`src/oag_pkg.sv`:
```
package oag_pkg;

   // ==========================================
   // Instruction word fields
   localparam int MODE_BIT      = 7;
   localparam int IDX_BIT       = 6;
   localparam int INC_BIT       = 5;
   localparam int DEC_BIT       = 4;
   localparam int RELOAD_BIT    = 3;
   localparam int SHIFT_LSB     = 8;
   localparam int WORD_W        = 16;
   localparam int PTR_W         = 3;
   localparam int PAGE_W        = 9;
   localparam int SHORT_W       = 8;
   localparam int MPY_W         = 13;
   localparam int DMA_W         = 7;
   localparam int CMPMODE_W     = 2;
   localparam int NUM_AR        = 8;

   // ==========================================
   // Reset values
   localparam logic [2:0]  PTR_RST  = 3'h0;
   localparam logic [8:0]  PAGE_RST = 9'h000;
   localparam logic [15:0] AR_RST   = 16'h0000;
   localparam logic [7:0]  RPT_RST  = 8'h00;

   // ==========================================
   // Opcode patterns (upper byte unless noted)
   localparam logic [7:0] OP_ADDK  = 8'hcc;
   localparam logic [7:0] OP_SUBK  = 8'hcd;
   localparam logic [7:0] OP_LACK  = 8'hca;
   localparam logic [7:0] OP_RPT    = 8'hcb;
   localparam logic [7:0] OP_AUXADD = 8'h7e;
   localparam logic [7:0] OP_AUXSUB = 8'h7f;
   localparam logic [7:0] OP_MAR   = 8'h55;
   localparam logic [4:0] OP_LARK5 = 5'h18;
   localparam logic [6:0] OP_PAGE7 = 7'h64;
   localparam logic [2:0] OP_MPY3  = 3'h5;
   localparam logic [3:0] OP_LONG4 = 4'hd;
   localparam logic [12:0] OP_PTR13 = 13'h0ab1;
   localparam logic [13:0] OP_AUXCMP14 = 14'h3394;
   localparam logic [11:0] LONG_LRLK = 12'h000;
   localparam logic [11:0] LONG_LALK = 12'h001;

   // Update operation codes from bits 6..4
   typedef enum logic [2:0] {
      UPD_NONE  = 3'b000,
      UPD_DEC   = 3'b001,
      UPD_INC   = 3'b010,
      UPD_RSVD  = 3'b011,
      UPD_RSUB  = 3'b100,
      UPD_XSUB  = 3'b101,
      UPD_XADD  = 3'b110,
      UPD_RADD  = 3'b111
   } upd_t;

   typedef enum logic [1:0] {
      CMP_EQ = 2'b00,
      CMP_LT = 2'b01,
      CMP_GT = 2'b10,
      CMP_NE = 2'b11
   } cmp_t;

endpackage

```
`src/aux_bus_if.sv`:
```
interface aux_bus_if #(parameter int W = 16);
   logic [W-1:0] cur;
   logic [W-1:0] idx;
   logic [2:0]   op;
   logic [W-1:0] result;
   modport core (output cur, output idx, output op, input result);
   modport unit (input cur, input idx, input op, output result);
endinterface

```
`src/aux_arith_unit.sv`:
```
module aux_arith_unit
   import oag_pkg::*;
#(
   parameter int W = 16
) (
   aux_bus_if.unit bus
);

   // ==========================================
   // Bit reversal helpers
   function automatic logic [W-1:0] rev(input logic [W-1:0] v);
      logic [W-1:0] r;
      r = '0;
      for (int i = 0; i < W; i++) begin
         r[i] = v[W-1-i];
      end
      return r;
   endfunction

   // Reverse carry: reverse, add or subtract normally, reverse back
   wire [W-1:0] rc_add = rev(rev(bus.cur) + rev(bus.idx));    // [RULE16]
   wire [W-1:0] rc_sub = rev(rev(bus.cur) - rev(bus.idx));    // [RULE16]
   wire [W-1:0] one    = {{(W-1){1'b0}}, 1'b1};

   always_comb begin
      case (upd_t'(bus.op))
         UPD_NONE: bus.result = bus.cur;                      // [RULE1]
         UPD_DEC:  bus.result = bus.cur - one;                // [RULE1]
         UPD_INC:  bus.result = bus.cur + one;                // [RULE1]
         UPD_RSVD: bus.result = bus.cur;                      // [RULE17]
         UPD_XSUB: bus.result = bus.cur - bus.idx;            // [RULE2]
         UPD_XADD: bus.result = bus.cur + bus.idx;            // [RULE2]
         UPD_RSUB: bus.result = rc_sub;                       // [RULE3]
         UPD_RADD: bus.result = rc_add;                       // [RULE3]
         default:  bus.result = bus.cur;
      endcase
   end

endmodule // aux_arith_unit

```
`src/operand_address_generator.sv`:
```
// How it works
// RULE1: Step-by-one code keeps, increments or decrements
// RULE2: Index bit adds or subtracts index register
// RULE3: Bit-reversed codes use reverse carry
// RULE4: Bit 3 set loads pointer from bits 2-0
// RULE5: Pointer reload applies to later instructions
// RULE6: Compare with index register sets test flag
// RULE7: Short constants are 8-bit, one cycle
// RULE8: Pointer constant 3-bit, page constant 9-bit
// RULE9: Multiply constant is 13-bit signed
// RULE10: Repeat count low byte, runs count+1 times
// RULE11: Long constant is next 16-bit word
// RULE12: Long constant shifted by bits 11-8
// RULE13: Register field 3-bit, compare mode 2-bit
// RULE14: Bit 7 selects indirect versus direct
// RULE15: Unsigned 16-bit update after address use
// RULE16: Reverse carry runs from MSB downward
// RULE17: Reserved code leaves register unchanged
module operand_address_generator
   import oag_pkg::*;
#(
   parameter int W = 16
) (
   // Clock and reset
   input  wire logic         mclk,
   input  wire logic         rst,
   // Instruction stream from fetch
   input  wire logic         instr_valid,
   input  wire logic [W-1:0] instr_word,
   input  wire logic         long_valid,
   input  wire logic [W-1:0] long_word,
   input  wire logic         long_signed,
   // Operand outputs
   output logic      [W-1:0] data_addr,
   output logic              addr_valid,
   output logic      [31:0]  imm_value,
   output logic              imm_valid,
   output logic      [7:0]   repeat_left,
   output logic              test_control_flag,
   output logic      [2:0]   aux_reg_pointer,
   output logic      [8:0]   data_page_pointer,
   output logic      [W-1:0] index_aux_reg
);

   // ==========================================
   // State
   logic [W-1:0] ar_reg [NUM_AR];
   logic [2:0]   ptr_reg;
   logic [8:0]   page_reg;
   logic         flag_reg;
   logic [7:0]   rpt_reg;
   logic [W-1:0] addr_reg;
   logic         addr_vld_reg;
   logic [31:0]  imm_reg;
   logic         imm_vld_reg;
   logic         long_pend_reg;
   logic [3:0]   long_shift_reg;
   logic         is_lrlk_reg;
   logic [2:0]   lrlk_sel_reg;

   // ==========================================
   // Field decode
   wire [7:0] opc       = instr_word[15:8];
   wire       indirect  = instr_word[MODE_BIT];                // [RULE14]
   wire       index_select_bit   = instr_word[IDX_BIT];
   wire       pointer_reload_bit = instr_word[RELOAD_BIT];
   wire [2:0] next_ptr  = instr_word[2:0];
   wire [2:0] upd_code  = instr_word[IDX_BIT:DEC_BIT];
   wire [6:0] dma       = instr_word[DMA_W-1:0];
   wire [2:0] reg_sel   = instr_word[10:8];                    // [RULE13]
   wire [1:0] compare_mode_field = instr_word[CMPMODE_W-1:0];  // [RULE13]
   wire [7:0] k8        = instr_word[SHORT_W-1:0];             // [RULE7]
   wire [3:0] shift4    = instr_word[11:SHIFT_LSB];

   wire is_addk  = opc == OP_ADDK;
   wire is_subk  = opc == OP_SUBK;
   wire is_lack  = opc == OP_LACK;
   wire repeat_short_op   = opc == OP_RPT;
   wire aux_add_short_op  = opc == OP_AUXADD;
   wire aux_sub_short_op  = opc == OP_AUXSUB;
   wire is_lark  = instr_word[15:11] == OP_LARK5;
   wire page_load_short_op = instr_word[15:9] == OP_PAGE7;
   wire multiply_short_op  = instr_word[15:13] == OP_MPY3;
   wire pointer_load_op    = instr_word[15:3] == OP_PTR13;
   wire aux_compare_op     = instr_word[15:2] == OP_AUXCMP14;
   wire is_long  = instr_word[15:12] == OP_LONG4;
   wire is_lrlk  = is_long && instr_word[11] == 1'b0
                   && instr_word[7:0] == 8'h00;

   wire short_k = is_addk | is_subk | is_lack | repeat_short_op
                  | aux_add_short_op | aux_sub_short_op | is_lark
                  | page_load_short_op | multiply_short_op
                  | pointer_load_op | aux_compare_op;
   // Memory-reference forms are everything not immediate, long or in the 0xc opcode group
   wire mem_ref  = !short_k && !is_long && instr_word[15:12] != 4'hc;

   // ==========================================
   // Auxiliary arithmetic
   aux_bus_if #(.W(W)) abus ();
   wire [W-1:0] cur_ar = ar_reg[ptr_reg];
   assign abus.cur = cur_ar;
   assign abus.idx = ar_reg[0];
   assign abus.op  = (mem_ref && indirect) ? upd_code : UPD_NONE;
   aux_arith_unit #(.W(W)) u_alu (.bus(abus));

   wire [W-1:0] k8_ext = {{(W-8){1'b0}}, k8};
   wire [W-1:0] short_upd = aux_add_short_op ? cur_ar + k8_ext
                                             : cur_ar - k8_ext;

   // Compare modes, unsigned 16-bit
   logic cmp_res;
   always_comb begin
      case (cmp_t'(compare_mode_field))
         CMP_EQ:  cmp_res = cur_ar == ar_reg[0];               // [RULE6]
         CMP_LT:  cmp_res = cur_ar <  ar_reg[0];
         CMP_GT:  cmp_res = cur_ar >  ar_reg[0];
         CMP_NE:  cmp_res = cur_ar != ar_reg[0];
         default: cmp_res = 1'b0;
      endcase
   end

   // Immediate selection
   wire [31:0] imm_short = {24'h000000, k8};                   // [RULE7]
   wire [31:0] imm_mpy   = {{19{instr_word[12]}},
                            instr_word[MPY_W-1:0]};            // [RULE9]
   wire [31:0] imm_page  = {23'h0, instr_word[PAGE_W-1:0]};    // [RULE8]
   wire [31:0] imm_ptr   = {29'h0, instr_word[2:0]};           // [RULE8]
   wire [31:0] long_ext  = long_signed ? {{16{long_word[15]}}, long_word}
                                       : {16'h0000, long_word}; // [RULE11]
   wire [31:0] long_sh   = long_ext << long_shift_reg;         // [RULE12]

   wire [31:0] imm_sel = multiply_short_op  ? imm_mpy  :
                         page_load_short_op ? imm_page :
                         pointer_load_op    ? imm_ptr  : imm_short;

   wire take  = instr_valid && !long_pend_reg;
   wire [W-1:0] addr_sel = indirect ? cur_ar : {page_reg, dma};

   // ==========================================
   // Auxiliary registers
   always_ff @(posedge mclk or posedge rst) begin
      if (rst) begin
         for (int i = 0; i < NUM_AR; i++) begin
            ar_reg[i] <= AR_RST;
         end
      end else if (take) begin
         if (is_lark) begin
            ar_reg[reg_sel] <= k8_ext;
         end else if (aux_add_short_op || aux_sub_short_op) begin
            ar_reg[ptr_reg] <= short_upd;
         end else if (mem_ref && indirect) begin
            ar_reg[ptr_reg] <= abus.result;                    // [RULE15]
         end
      end else if (long_pend_reg && long_valid && is_lrlk_reg) begin
         ar_reg[lrlk_sel_reg] <= long_word;
      end
   end

   // ==========================================
   // Pointer, page, flag, repeat, outputs
   always_ff @(posedge mclk or posedge rst) begin
      if (rst) begin
         ptr_reg       <= PTR_RST;
         page_reg      <= PAGE_RST;
         flag_reg      <= 1'b0;
         rpt_reg       <= RPT_RST;
         addr_reg      <= AR_RST;
         addr_vld_reg  <= 1'b0;
         imm_reg       <= 32'h00000000;
         imm_vld_reg   <= 1'b0;
         long_pend_reg <= 1'b0;
         long_shift_reg <= 4'h0;
         is_lrlk_reg   <= 1'b0;
         lrlk_sel_reg  <= 3'h0;
      end else begin
         addr_vld_reg <= 1'b0;
         imm_vld_reg  <= 1'b0;
         if (take) begin
            if (mem_ref) begin
               addr_reg     <= addr_sel;                       // [RULE15]
               addr_vld_reg <= 1'b1;
               if (indirect && pointer_reload_bit) begin
                  ptr_reg <= next_ptr;                         // [RULE4] [RULE5]
               end
            end
            if (short_k) begin
               imm_reg     <= imm_sel;                         // [RULE7]
               imm_vld_reg <= 1'b1;
            end
            if (pointer_load_op) begin
               ptr_reg <= next_ptr;                            // [RULE8]
            end
            if (page_load_short_op) begin
               page_reg <= instr_word[PAGE_W-1:0];             // [RULE8]
            end
            if (aux_compare_op) begin
               flag_reg <= cmp_res;                            // [RULE6]
            end
            if (repeat_short_op) begin
               rpt_reg <= k8;                                  // [RULE10]
            end else if (rpt_reg != RPT_RST) begin
               rpt_reg <= rpt_reg - 8'h01;                     // [RULE10]
            end
            if (is_long) begin
               long_pend_reg  <= 1'b1;                         // [RULE11]
               long_shift_reg <= is_lrlk ? 4'h0 : shift4;      // [RULE12]
               is_lrlk_reg    <= is_lrlk;
               lrlk_sel_reg   <= reg_sel;
            end
         end else if (long_pend_reg && long_valid) begin
            imm_reg       <= long_sh;                          // [RULE11]
            imm_vld_reg   <= 1'b1;
            long_pend_reg <= 1'b0;
         end
      end
   end

   assign data_addr         = addr_reg;
   assign addr_valid        = addr_vld_reg;
   assign imm_value         = imm_reg;
   assign imm_valid         = imm_vld_reg;
   assign repeat_left       = rpt_reg;
   assign test_control_flag = flag_reg;
   assign aux_reg_pointer   = ptr_reg;
   assign data_page_pointer = page_reg;
   assign index_aux_reg     = ar_reg[0];
endmodule // operand_address_generator

```
`config.mk`:
```
export PLATFORM = sky130hd
export DESIGN_NAME = operand_address_generator
export DESIGN_NICKNAME = d
export VERILOG_FILES = /design/src/oag_pkg.sv /design/src/aux_bus_if.sv /design/src/aux_arith_unit.sv /design/src/operand_address_generator.sv
export SDC_FILE = /design/constraint.sdc
export NUM_CORES = 1
export LEC_CHECK = 0
export ABC_AREA = 0
export BUFFER_PORTS_ARGS = -buffer_cell sky130_fd_sc_hd__buf_2
export CAP_MARGIN = 0
export CORE_MARGIN = 4
export CORE_UTILIZATION = 50
export CTS_CLUSTER_DIAMETER = 120
export DETAILED_ROUTE_END_ITERATION = 10
export GPL_TIMING_DRIVEN = 0
export PLACE_DENSITY = 0.71
export SYNTH_ARGS = -nofsm -noshare
export SYNTH_HDL_FRONTEND = slang
export SYNTH_SLANG_ARGS = --single-unit
```
`constraint.sdc`:
```
create_clock -name mclk -period 9.6 [get_ports mclk]
set_input_delay 1.44 -clock mclk [delete_from_list [all_inputs] [get_ports mclk]]
set_output_delay 1.44 -clock mclk [all_outputs]
set_load 0.05 [all_outputs]
```
======== Yosys cells after proc, flatten, opt, wreduce, memory -nomap -nowiden ========
Index checks and enable logic that the tools add are counted.
storage, ports and cells
  input port bits ......................... 37
  logic and storage cells ................. 159
  bits in registers ....................... 208
cells by class
  equal/unequal tests ..................... 28
  $add $sub $neg .......................... 9
  reductions and logical operators ........ 35
  muxes and demuxes ....................... 44
  bitwise gates (word level) .............. 14
  $lt $le $gt $ge ......................... 8
  shift-type cells ........................ 1
operators with widths
  operator                                             count
  2-to-1 mux 128 bit                                   5
  bitwise mux 128 bit                                  4
  2-to-1 mux 32 bit                                    5
  demux 16 bit (select 3 bit)                          3
  2-to-1 mux 16 bit                                    7
  one-hot mux 16 bit (7 select lines)                  1
  binary-select mux 16 bit (select 3 bit)              1
  adder 16 bit                                         2
  == test 8 bit (second input constant)                4
  << shifter 32 x 4 -> 32 bit                          1
  subtractor 16 bit                                    2
  2-to-1 mux 8 bit                                     3
  adder 16 x 1 -> 16 bit (second input constant)       1
  adder 16 x 8 -> 16 bit                               1
  == test 16 bit                                       1
  == test 8 x 7 -> 1 bit (second input constant)       2
  greater-than comparator 16 bit                       1
  < comparator 16 bit                                  1
  inequality test 16 bit                               1
  AND reduction 2 bit                                  8
  subtractor 16 x 1 -> 16 bit (second input constant)  1
  subtractor 16 x 8 -> 16 bit                          1
  == test 3 bit (second input constant)                5
  == test 14 bit (second input constant)               1
  32 further kinds                                     77

======== Depth between registers and ports, before layout ========
Gate-level depths: netlist (run 1).
  depth in word-level cells ............... 24
  mapped depth ............................ 21

======== Hierarchy ========
Synthesis (run 1) repeated with hierarchy kept, for this count alone.
second synthesis, totals
  cell total of the unflattened synthesis .. 2,015
  area total of the unflattened synthesis .. 16,702.3 um^2
modules (own cells, without submodules)
  module                     instances  cells an instance  area an instance (um^2)  seq. area each (um^2)
  operand_address_generator  1          1,564              13,653.1                 5,205.0
  aux_arith_unit             1          451                3,049.2                  0.0

======== Worst setup path before layout (run 1) ========
OpenSTA, ideal clock, no wires.
  path kind ............................... input-to-reg
  from .................................... in instr_word[11]
  to ...................................... reg ar_reg[10] (netlist name)
  buffers on the path ..................... 2
  slack ................................... 4.273 ns
  required time ........................... 9.481 ns
  stages on the path ...................... 20
  library setup time ...................... 0.119 ns
  arrival ................................. 5.208 ns
  path through ............................ buf_2 -> nor4_2 -> a41oi_1 -> o21ai_1 -> nor3_4 -> and2_1 -> buf_1 -> nand3b_1 -> ha_1 -> inv_1 -> fa_1 -> nor2b_1 -> o2111ai_1 -> nand4_1 -> nand2_1 -> xnor2_1 -> a221o_1 -> o22ai_2 -> o221ai_1 -> o21a_1
between the ends
  cells in the longest elaborated chain, start to end .. 24
  elaborated cells on any way between the ends .. 45
ends and longest elaborated chain
  item                                                       line                                                                RTL
  start, declared                                            operand_address_generator.sv:29                                     input wire logic [W-1:0] instr_word,
  == test 8 bit (on tied branches)                           operand_address_generator.sv:75, operand_address_generator.sv:76
  bitwise OR 1 bit (3 in a row)                              operand_address_generator.sv:90                                     wire short_k = is_addk | is_subk | is_lack | repeat_short_op
  bitwise OR 1 bit (3 in a row)                              operand_address_generator.sv:91                                     | aux_add_short_op | aux_sub_short_op | is_lark
  bitwise OR 1 bit (2 in a row)                              operand_address_generator.sv:92                                     | page_load_short_op | multiply_short_op
  bitwise OR 1 bit (2 in a row)                              operand_address_generator.sv:93                                     | pointer_load_op | aux_compare_op;
  zero test 1 bit                                            operand_address_generator.sv:95                                     wire mem_ref = !short_k && !is_long && instr_word[15:12] != 4'hc;
  logical AND 1 bit (2 in a row)                             operand_address_generator.sv:95
  logical AND 1 bit                                          operand_address_generator.sv:103, operand_address_generator.sv:151
  2-to-1 mux 3 bit                                           operand_address_generator.sv:103                                    assign abus.op = (mem_ref && indirect) ? upd_code : UPD_NONE;
  == test 3 x 2 -> 1 bit or zero test 3 bit (tied branches)  aux_arith_unit.sv:26                                                case (upd_t'(bus.op))
  OR reduction 2 bit (no line)                               n/a
  one-hot mux 16 bit (7 select lines)                        aux_arith_unit.sv:26
  bitwise mux 128 bit                                        operand_address_generator.sv:152                                    ar_reg[ptr_reg] <= abus.result;
  2-to-1 mux 128 bit                                         operand_address_generator.sv:151                                    end else if (mem_ref && indirect) begin
  2-to-1 mux 128 bit                                         operand_address_generator.sv:149                                    end else if (aux_add_short_op || aux_sub_short_op) begin
  2-to-1 mux 128 bit                                         operand_address_generator.sv:147                                    if (is_lark) begin
  2-to-1 mux 128 bit                                         operand_address_generator.sv:146                                    end else if (take) begin
  end signal, assigned by index                              operand_address_generator.sv:148                                    ar_reg[reg_sel] <= k8_ext;
  end signal, assigned by index                              operand_address_generator.sv:150                                    ar_reg[ptr_reg] <= short_upd;
  end signal, assigned by index                              operand_address_generator.sv:152
  end, declared                                              operand_address_generator.sv:47                                     logic [W-1:0] ar_reg [NUM_AR];
Several ways; a longest one is shown, not always the timed one. The select of a mux whose other input is x is not followed.
A chain may end at the register's enable or synchronous reset.

======== Worst setup path after layout (run 1) ========
  from .................................... reg ptr_reg[2], in the netlist aux_reg_pointer[2]
  to ...................................... reg ar_reg[49] (netlist name)
between the ends
  cells in the longest elaborated chain, start to end .. 11
  elaborated cells on any way between the ends .. 25
ends and longest elaborated chain
  item                                                  line                                                                                                  RTL
  start, declared                                       operand_address_generator.sv:48                                                                       logic [2:0] ptr_reg;
  start signal, assigned                                operand_address_generator.sv:183                                                                      ptr_reg <= next_ptr;
  start signal, assigned                                operand_address_generator.sv:191                                                                      ptr_reg <= next_ptr;
  NOT 3 -> 4 bit (implied by the code) *                operand_address_generator.sv:100, operand_address_generator.sv:150, operand_address_generator.sv:152
  binary-select mux 16 bit (select 3 bit)               operand_address_generator.sv:100                                                                      wire [W-1:0] cur_ar = ar_reg[ptr_reg];
  2-to-1 mux 16 bit (implied by the code) (2 in a row)  operand_address_generator.sv:100
  adder 16 bit (tied with other cells)                  aux_arith_unit.sv:21                                                                                  wire [W-1:0] rc_add = rev(rev(bus.cur) + rev(bus.idx));
  one-hot mux 16 bit (7 select lines)                   aux_arith_unit.sv:26
  bitwise mux 128 bit                                   operand_address_generator.sv:152
  2-to-1 mux 128 bit                                    operand_address_generator.sv:151
  2-to-1 mux 128 bit *                                  operand_address_generator.sv:149
  2-to-1 mux 128 bit *                                  operand_address_generator.sv:147
  2-to-1 mux 128 bit *                                  operand_address_generator.sv:146
Mark *: on every way between the ends. The rest lies on a longest branch, timed or not. The select of a mux whose other input is x is not followed.

==> results of run 1 <==
## worst max-delay path, cell delays in order (launching register included)
cell	delay, ns
dfrtp_1	0.46
buf_2	0.24
buf_2	0.33
buf_2	0.37
buf_1	0.53
mux2_2	0.40
a222oi_1	0.83
inv_1	0.36
ha_1	0.37
clkbuf_1	0.19
a21o_1	0.23
a221oi_1	0.82
a211oi_1	0.27
o211ai_1	0.30
xnor2_1	0.15
nor2_1	0.11
o31ai_4	0.67
o211ai_1	0.21
o21a_1	0.14
## worst paths after layout
check / cells past startpoint / from / to
max: 18 / aux_reg_pointer[2] / ar_reg[49]
min: 2 / data_addr[0] / data_addr[0]
max reg2reg: 18 / aux_reg_pointer[2] / ar_reg[49]
min reg2reg: 2 / data_addr[0] / data_addr[0]
max in group asynchronous: 3 / rst / index_aux_reg[6]
min in group asynchronous: 2 / rst / ar_reg[70]
## final cells by class
cell class	count	share of cell area
inverter	65	0.0129
antenna	2	0.000256
clock buffer	36	0.0362
buffer	182	0.0431
tap	455	0.0292
clock inverter	8	0.00487
timing repair buffer	123	0.0333
multi-input combinational	1658	0.573
sequential	208	0.267
## Yosys cell counts, types with 30 or more instances
cell type    n  share of area
a21oi_1    149          0.043
a22oi_1     46          0.020
a31oi_1     43          0.015
buf_2       39          0.011
clkbuf_1    95          0.020
dfrtp_1    208           0.30
ha_1        68          0.049
inv_1       64          0.014
mux2_2      30          0.019
mux2i_1     47          0.027
nand2_1    173          0.037
nand3_1     31         0.0089
nor2_1     216          0.046
nor3_1      53          0.015
o211ai_1    38          0.016
o21a_1      58          0.025
o21ai_0    153          0.044
o221ai_1    38          0.019
o22ai_1     36          0.013
## per-layer routing
metal  routed length [um]  vias to the layer above  part of all wire
met3                10400                      369              0.13
met4                 6080                        4             0.074
li1                     -                     8236                 -
met1                31100                     9354              0.38
met5                   27                        -           0.00033
met2                34800                     1450              0.42
## layout by cell type, fill, tap and decap left out, types with 43 or more instances in the layout
cell and n:
ha_1 68, mux2i_1 47, nor2_1 216, nor3_1 52, o21a_1 58, buf_2 158
a21oi_1 149, a31oi_1 43, dfrtp_1 208, a22oi_1 46, clkbuf_1 102, inv_1 63
o21ai_0 153, nand2_1 173
## power by group through the flow
stage	Sequential, mW	Clock, mW	Combinational, mW
after floorplan	1.64	0	2.81
after global placement	1.43	0	4.34
after detailed placement	1.43	0	4.37
after CTS	1.42	0.968	4.39
after global routing	1.46	1.00	4.83
final	1.44	0.975	4.55
## logic make-up after synthesis
family,synth area share
xor gates and xnor gates,0.0225
adders and majority gates,0.0544
buffers and inverters,0.0621
DFF,0.298
muxes,0.0649
and+or+nand+nor,0.178
AOI/OAI and AO/OA,0.320
## through the flow
stage	setup TNS (ns)	std cells	area (um2)	hold WS, ns
finish	0	2737	19500	0.475
global route	0	2735	19500	0.497
CTS	0	2734	19500	0.479
detailed placement	0	2690	18700	0.466
global placement	-9.47	2686	18600	0.456
floorplan	0	2113	17500	0.440
==> qor.txt, run 1 <==
Max Cap Viol = 2
Final total power = 6.96 mW
Clock buffer depth = 3
Slew Limit Fails = 7
Met2 Resource Use GR = 0.615
Die H = 195 um
Die ar. = 38,000 um2
GRT Overall Usage = 0.415
FF+latch area = 5200 um2
Slew margin rel. = -0.0682
Layout Utilization = 0.565
Cells after synthesis = 2,113
Routed Antenna Nets = 0
Routability cong. = 1.08
CTS buffer count = 25
GRT met3 Usage = 0.110
Synthesized netlist net count = 2,223
Final Hold Fails = 0
Number of buffers inserted by hold repair at cts = 0
Flop2flop setup slack = 2.48 ns
Req. time, crit path = 10.04 ns
Die width = 195 um
Nets = 2,373
HP Class = flip-flop to flip-flop
Ys async rst share = 1.00
Worst slack, placed = 2.71 ns
Warnings from Yosys = 0
Clk slew on worst S/H paths = 0.07 ns
First-pass GRT wire length = 121 mm
CTS sink count = 208
Startpoint types = flip-flop
Psw = 3.76 mW
Unique masters post-synth = 107
F_max = 0.140 GHz
Failing checks = max-capacitance violations, max-slew violations
Seq pwr share = 0.207
Routed via count = 19,400
Worst-path fanout max = 10
PD cells = 357 nW/um2
Buffers on Ports = 118
Comb pwr share = 0.653
Min setup slack post-route = 2.48 ns
Post-CTS sizing = 0
Sw Ratio = 0.540
Average cell area after synthesis = 8.27 um2
Skew final = 0.0239 ns
Critical Path End Type = flip-flop
Grt total ovfl = 0
Register area share after synthesis = 0.298
RSZ-0062 raised after global routing = false
Synth Cell Area = 17,500 um2
Initial antenna violation count = 3
Core area = 34,500 um2
Synth Flop Type = dfrtp_1
Setup Buffers After CTS = 0
Root Buffer = clkbuf_16
WL/cell = 30.1 um
Multi-input logic area = 11,200 um2
Worst-Skew Late Latency = 0.56 ns
# setup viols final = 0
Remaining DRCs = 0
Pleak = 7.95 nW
CTS tree = done
H-tree levels = 1
FP Rows = 68
Synthesis-to-layout area growth = 11.7%
I/O Pins = 124
Clock share of power = 0.140
Max FFs per register = 112
Initial core utilization = 0.506
Status = finished with violations
Router iterations before antenna repair = 7
Final-layout fill cell count = 3,294
Vias in the first global route = 18,300
Synth Register Bits = 208
IR Drop Worst-Case VDD = 315 uV
Most Used Layer, Global Route = met2
Final Critical Period = 7.12 ns
WS Path Type = flip-flop to flip-flop
Worst-Margin Slew = 1.60 ns
Routed WL = 82.4 mm
Grt met1 use = 0.552
Internal power = 3.20 mW
Post-synth EDFFs = 0
Share of layout cells above drive strength 1 = 0.143
HPWL Detailed = 62.5 mm
Via density per instance = 7.09
Iter 0 DRT Violations = 2,958
CP arrival = 7.56 ns
Largest net degree at the start of global routing = 120
Final period util = 0.742
(Power assumes the default switching activity.)
==> run 2, diff against run 1 <==
--- a/config.mk
+++ b/config.mk
@@ -5,7 +5,7 @@
 export SDC_FILE = /design/constraint.sdc
 export NUM_CORES = 1
 export LEC_CHECK = 0
-export ABC_AREA = 0
+export ABC_AREA = 1
 export BUFFER_PORTS_ARGS = -buffer_cell sky130_fd_sc_hd__buf_2
 export CAP_MARGIN = 0
 export CORE_MARGIN = 4
@@ -13,7 +13,7 @@
 export CTS_CLUSTER_DIAMETER = 120
 export DETAILED_ROUTE_END_ITERATION = 10
 export GPL_TIMING_DRIVEN = 0
-export PLACE_DENSITY = 0.71
+export PLACE_DENSITY = 0.74
 export SYNTH_ARGS = -nofsm -noshare
 export SYNTH_HDL_FRONTEND = slang
 export SYNTH_SLANG_ARGS = --single-unit
==> constraint.sdc (replaced) <==
create_clock -name mclk -period 6.14 [get_ports mclk]
set_input_delay 0.921 -clock mclk [delete_from_list [all_inputs] [get_ports mclk]]
set_output_delay 0.921 -clock mclk [all_outputs]
set_load 0.05 [all_outputs]
==> run 2 against run 1 <==
  * The flow now finishes without violations
  * Non-clock buffer count fell by 59
  * Die area rose by 2.7%
  * Final area rose by 3.3%
  * Cell count rose by 26%
  * Total power rose by 67%
  * Sequential cell count did not move
  * Sequential share of layout area fell by 0.86 points
  * Clock skew fell by 0.010 ns
  * Worst hold slack barely moved
  * Setup slack got worse by 2.3 ns
  * Sequential power rose by 54%
  * First-iteration DRC count fell by 21%
  * Critical path type unchanged
==> qor.txt, run 2 <==
Initial core utilization = 0.507
Grt total ovfl = 0
Flop2flop setup slack = 0.16 ns
Area share of the largest cell type after synthesis = 0.290
Final period util = 0.973
Unique masters post-synth = 55
Max FFs per register = 112
Initial antenna violation count = 0
Iter 0 DRT Violations = 2,331
Pleak = 10.8 nW
CTS sink count = 208
Min-delay src = imm_value[12]
WS Path Type = flip-flop to flip-flop
Synthesized netlist net count = 2,908
Cells after synthesis = 2,798
HP Class = flip-flop to flip-flop
Internal power = 5.13 mW
Psw = 6.48 mW
Status = completed
Via density per instance = 5.88
Post-synth EDFFs = 0
CTS tree = done
Register area share after synthesis = 0.290
HPWL Detailed = 57.5 mm
FP Rows = 69
Min setup slack post-route = 0.165 ns
Routed via count = 20,200
Final Hold Fails = 0
Vias in the first global route = 19,200
R2R cell count = 19
Startpoint types = flip-flop
I/O Pins = 124
Warnings from Yosys = 0
CTS buffer count = 26
PD cells = 576 nW/um2
Routed WL = 73.5 mm
Largest net degree at the start of global routing = 44
Reg2reg end = test_control_flag
Top cells by area, synth = dfrtp_1, nand2_1, inv_1
Fin area = 20,200 um2
Seq pwr share = 0.191
Share of layout cells above drive strength 1 = 0.0874
Most common cell after layout, fill and taps aside = nand2_1
Comb pwr share = 0.676
Worst-path fanout max = 10
Fin Setup TNS = 0 ns
Skew final = 0.0135 ns
Synth Cell Area = 18,000 um2
Layout Utilization = 0.568
CP arrival = 6.41 ns
Synth cell count leaders = nand2_1, inv_1, nor2_1
Router iterations before antenna repair = 6
Hold WS = 0.475 ns
WL/cell = 21.4 um
Synthesis-to-layout area growth = 12.2%
Sw Ratio = 0.558
Hold Path End = imm_value[12]
IR Drop Worst-Case VDD = 510 uV
Clk slew on worst S/H paths = 0.06 ns
Synth Flop Type = dfrtp_1
Req. time, crit path = 6.58 ns
Ys async rst share = 1.00
Critical Path End Type = flip-flop
H-tree levels = 1
Placement Cell Area = 19,300 um2
Worst-Margin Slew = 1.39 ns
GRT Overall Usage = 0.364
Nets = 3,066
Number of buffers inserted by hold repair at cts = 0
F_max = 0.167 GHz
Hold path cells = 2
Die width = 198 um
# setup viols final = 0
Root Buffer = clkbuf_16
Die ar. = 39,100 um2
Core area = 35,500 um2
Worst-Skew Late Latency = 0.56 ns
Routed Antenna Nets = 0
Routability cong. = 1.02
Max Cap Viol = 0
Slew margin rel. = 0.0654
Final Critical Period = 5.98 ns
R2R Path Start = aux_reg_pointer[2]
Average cell area after synthesis = 6.43 um2
Top-count cell post-synth = nand2_1
Yosys top cell by area = dfrtp_1
Die H = 198 um
Worst slack, placed = 0.0903 ns
Buffers on Ports = 119
Clock buffer depth = 3
Clock share of power = 0.133
Commonest non-fill, non-tap cells in the layout = nand2_1, inv_1, nor2_1, a21oi_1, dfrtp_1
Remaining DRCs = 0
Slew Limit Fails = 0
First-pass GRT wire length = 111 mm
Synth Register Bits = 208
RSZ-0062 raised after global routing = false
-- run 2: cell types whose count changed after synthesis, sizes merged, moves of 55 or more --
cell	change
a21oi	+74
inv	+386
nor2	+62
nand2	+576
a21boi	+67
o22ai	+62
nand3	+91
buf	-55
-- run 2: power groups by stage --
| stage | Clock [mW] | Sequential [mW] | Combinational (mW) |
|---|---|---|---|
| 6_report | 1.54 | 2.22 | 7.85 |
| 5_1_grt | 1.60 | 2.26 | 8.56 |
| 4_1_cts | 1.55 | 2.20 | 7.61 |
| 3_5_place_dp | 0 | 2.22 | 7.56 |
| 3_3_place_gp | 0 | 2.21 | 7.48 |
| 2_1_floorplan | 0 | 2.62 | 5.05 |
-- run 2: per-layer routing --
layer  global-route usage  up-vias  share of wire
li1                     -     9410              -
met1                0.504     9433           0.41
met2                0.561     1129           0.43
met3               0.0679      228           0.11
met4                0.154        0          0.049
met5                    0        -              0
-- run 2: worst max-delay path by stage --
stage | start | end | slack, ns | depth (start not counted)
5_1_grt | aux_reg_pointer[2] | test_control_flag | 0.0009 | 19
4_1_cts | aux_reg_pointer[0] | index_aux_reg[0] | 0.07 | 25
2_1_floorplan | instr_word[9] | ar_reg[110] | 1.97 | 21
3_5_place_dp | aux_reg_pointer[0] | index_aux_reg[0] | 0.09 | 25
3_3_place_gp | aux_reg_pointer[0] | index_aux_reg[13] | 0.24 | 20
6_report | aux_reg_pointer[2] | test_control_flag | 0.16 | 19
-- run 2: cell type report --
cell class	instances	area, um2
clock buffers	38	787
flip-flops and latches	208	5200
plain buffers	116	528
repair buffers	130	741
well taps	461	577
clock inverters	8	57.6
diodes	1	2.50
multi-input cells	2009	10500
inverters	465	1750
fillers	3547	15300
-- run 2: what timing repair did --
item,4_1_cts,5_1_grt
setup buffers,0,6
endpoints found under the hold margin,0,0
resized for setup,0,7
setup endpoints to repair,0,57
-- run 2: stage by stage --
step	instances	total power, mW
floorplan	2798	7.67
global placement	3378	9.69
detailed placement	3383	9.78
CTS	3429	11.4
global route	3435	12.4
finish	3436	11.6
-- run 2: cells by family after synthesis --
logic type,Yosys count,synth area share
mux,7,0.00390
compound gates,659,0.221
fa+ha+maj,73,0.0529
xor+xnor,50,0.0244
simple gates,1220,0.282
buf+inv,581,0.127
flops,208,0.290
-- run 2: worst max-delay path, stage by stage (launching register included) --
cell and delay (ns):
dfrtp_1 0.45, nand3_1 0.60, inv_1 0.14, clkbuf_1 0.42, a221oi_1 0.59, nand4_1 0.59, ha_1 0.50, clkbuf_1 0.23
nand2_1 0.20, inv_1 0.08, nand2_1 0.06, o211ai_1 0.18, a21oi_1 0.40, nor2_1 0.08, nor3_1 0.85, nor2_1 0.06
o21ai_0 0.17, nand3b_1 0.10, nand3_1 0.08, nand2_1 0.05
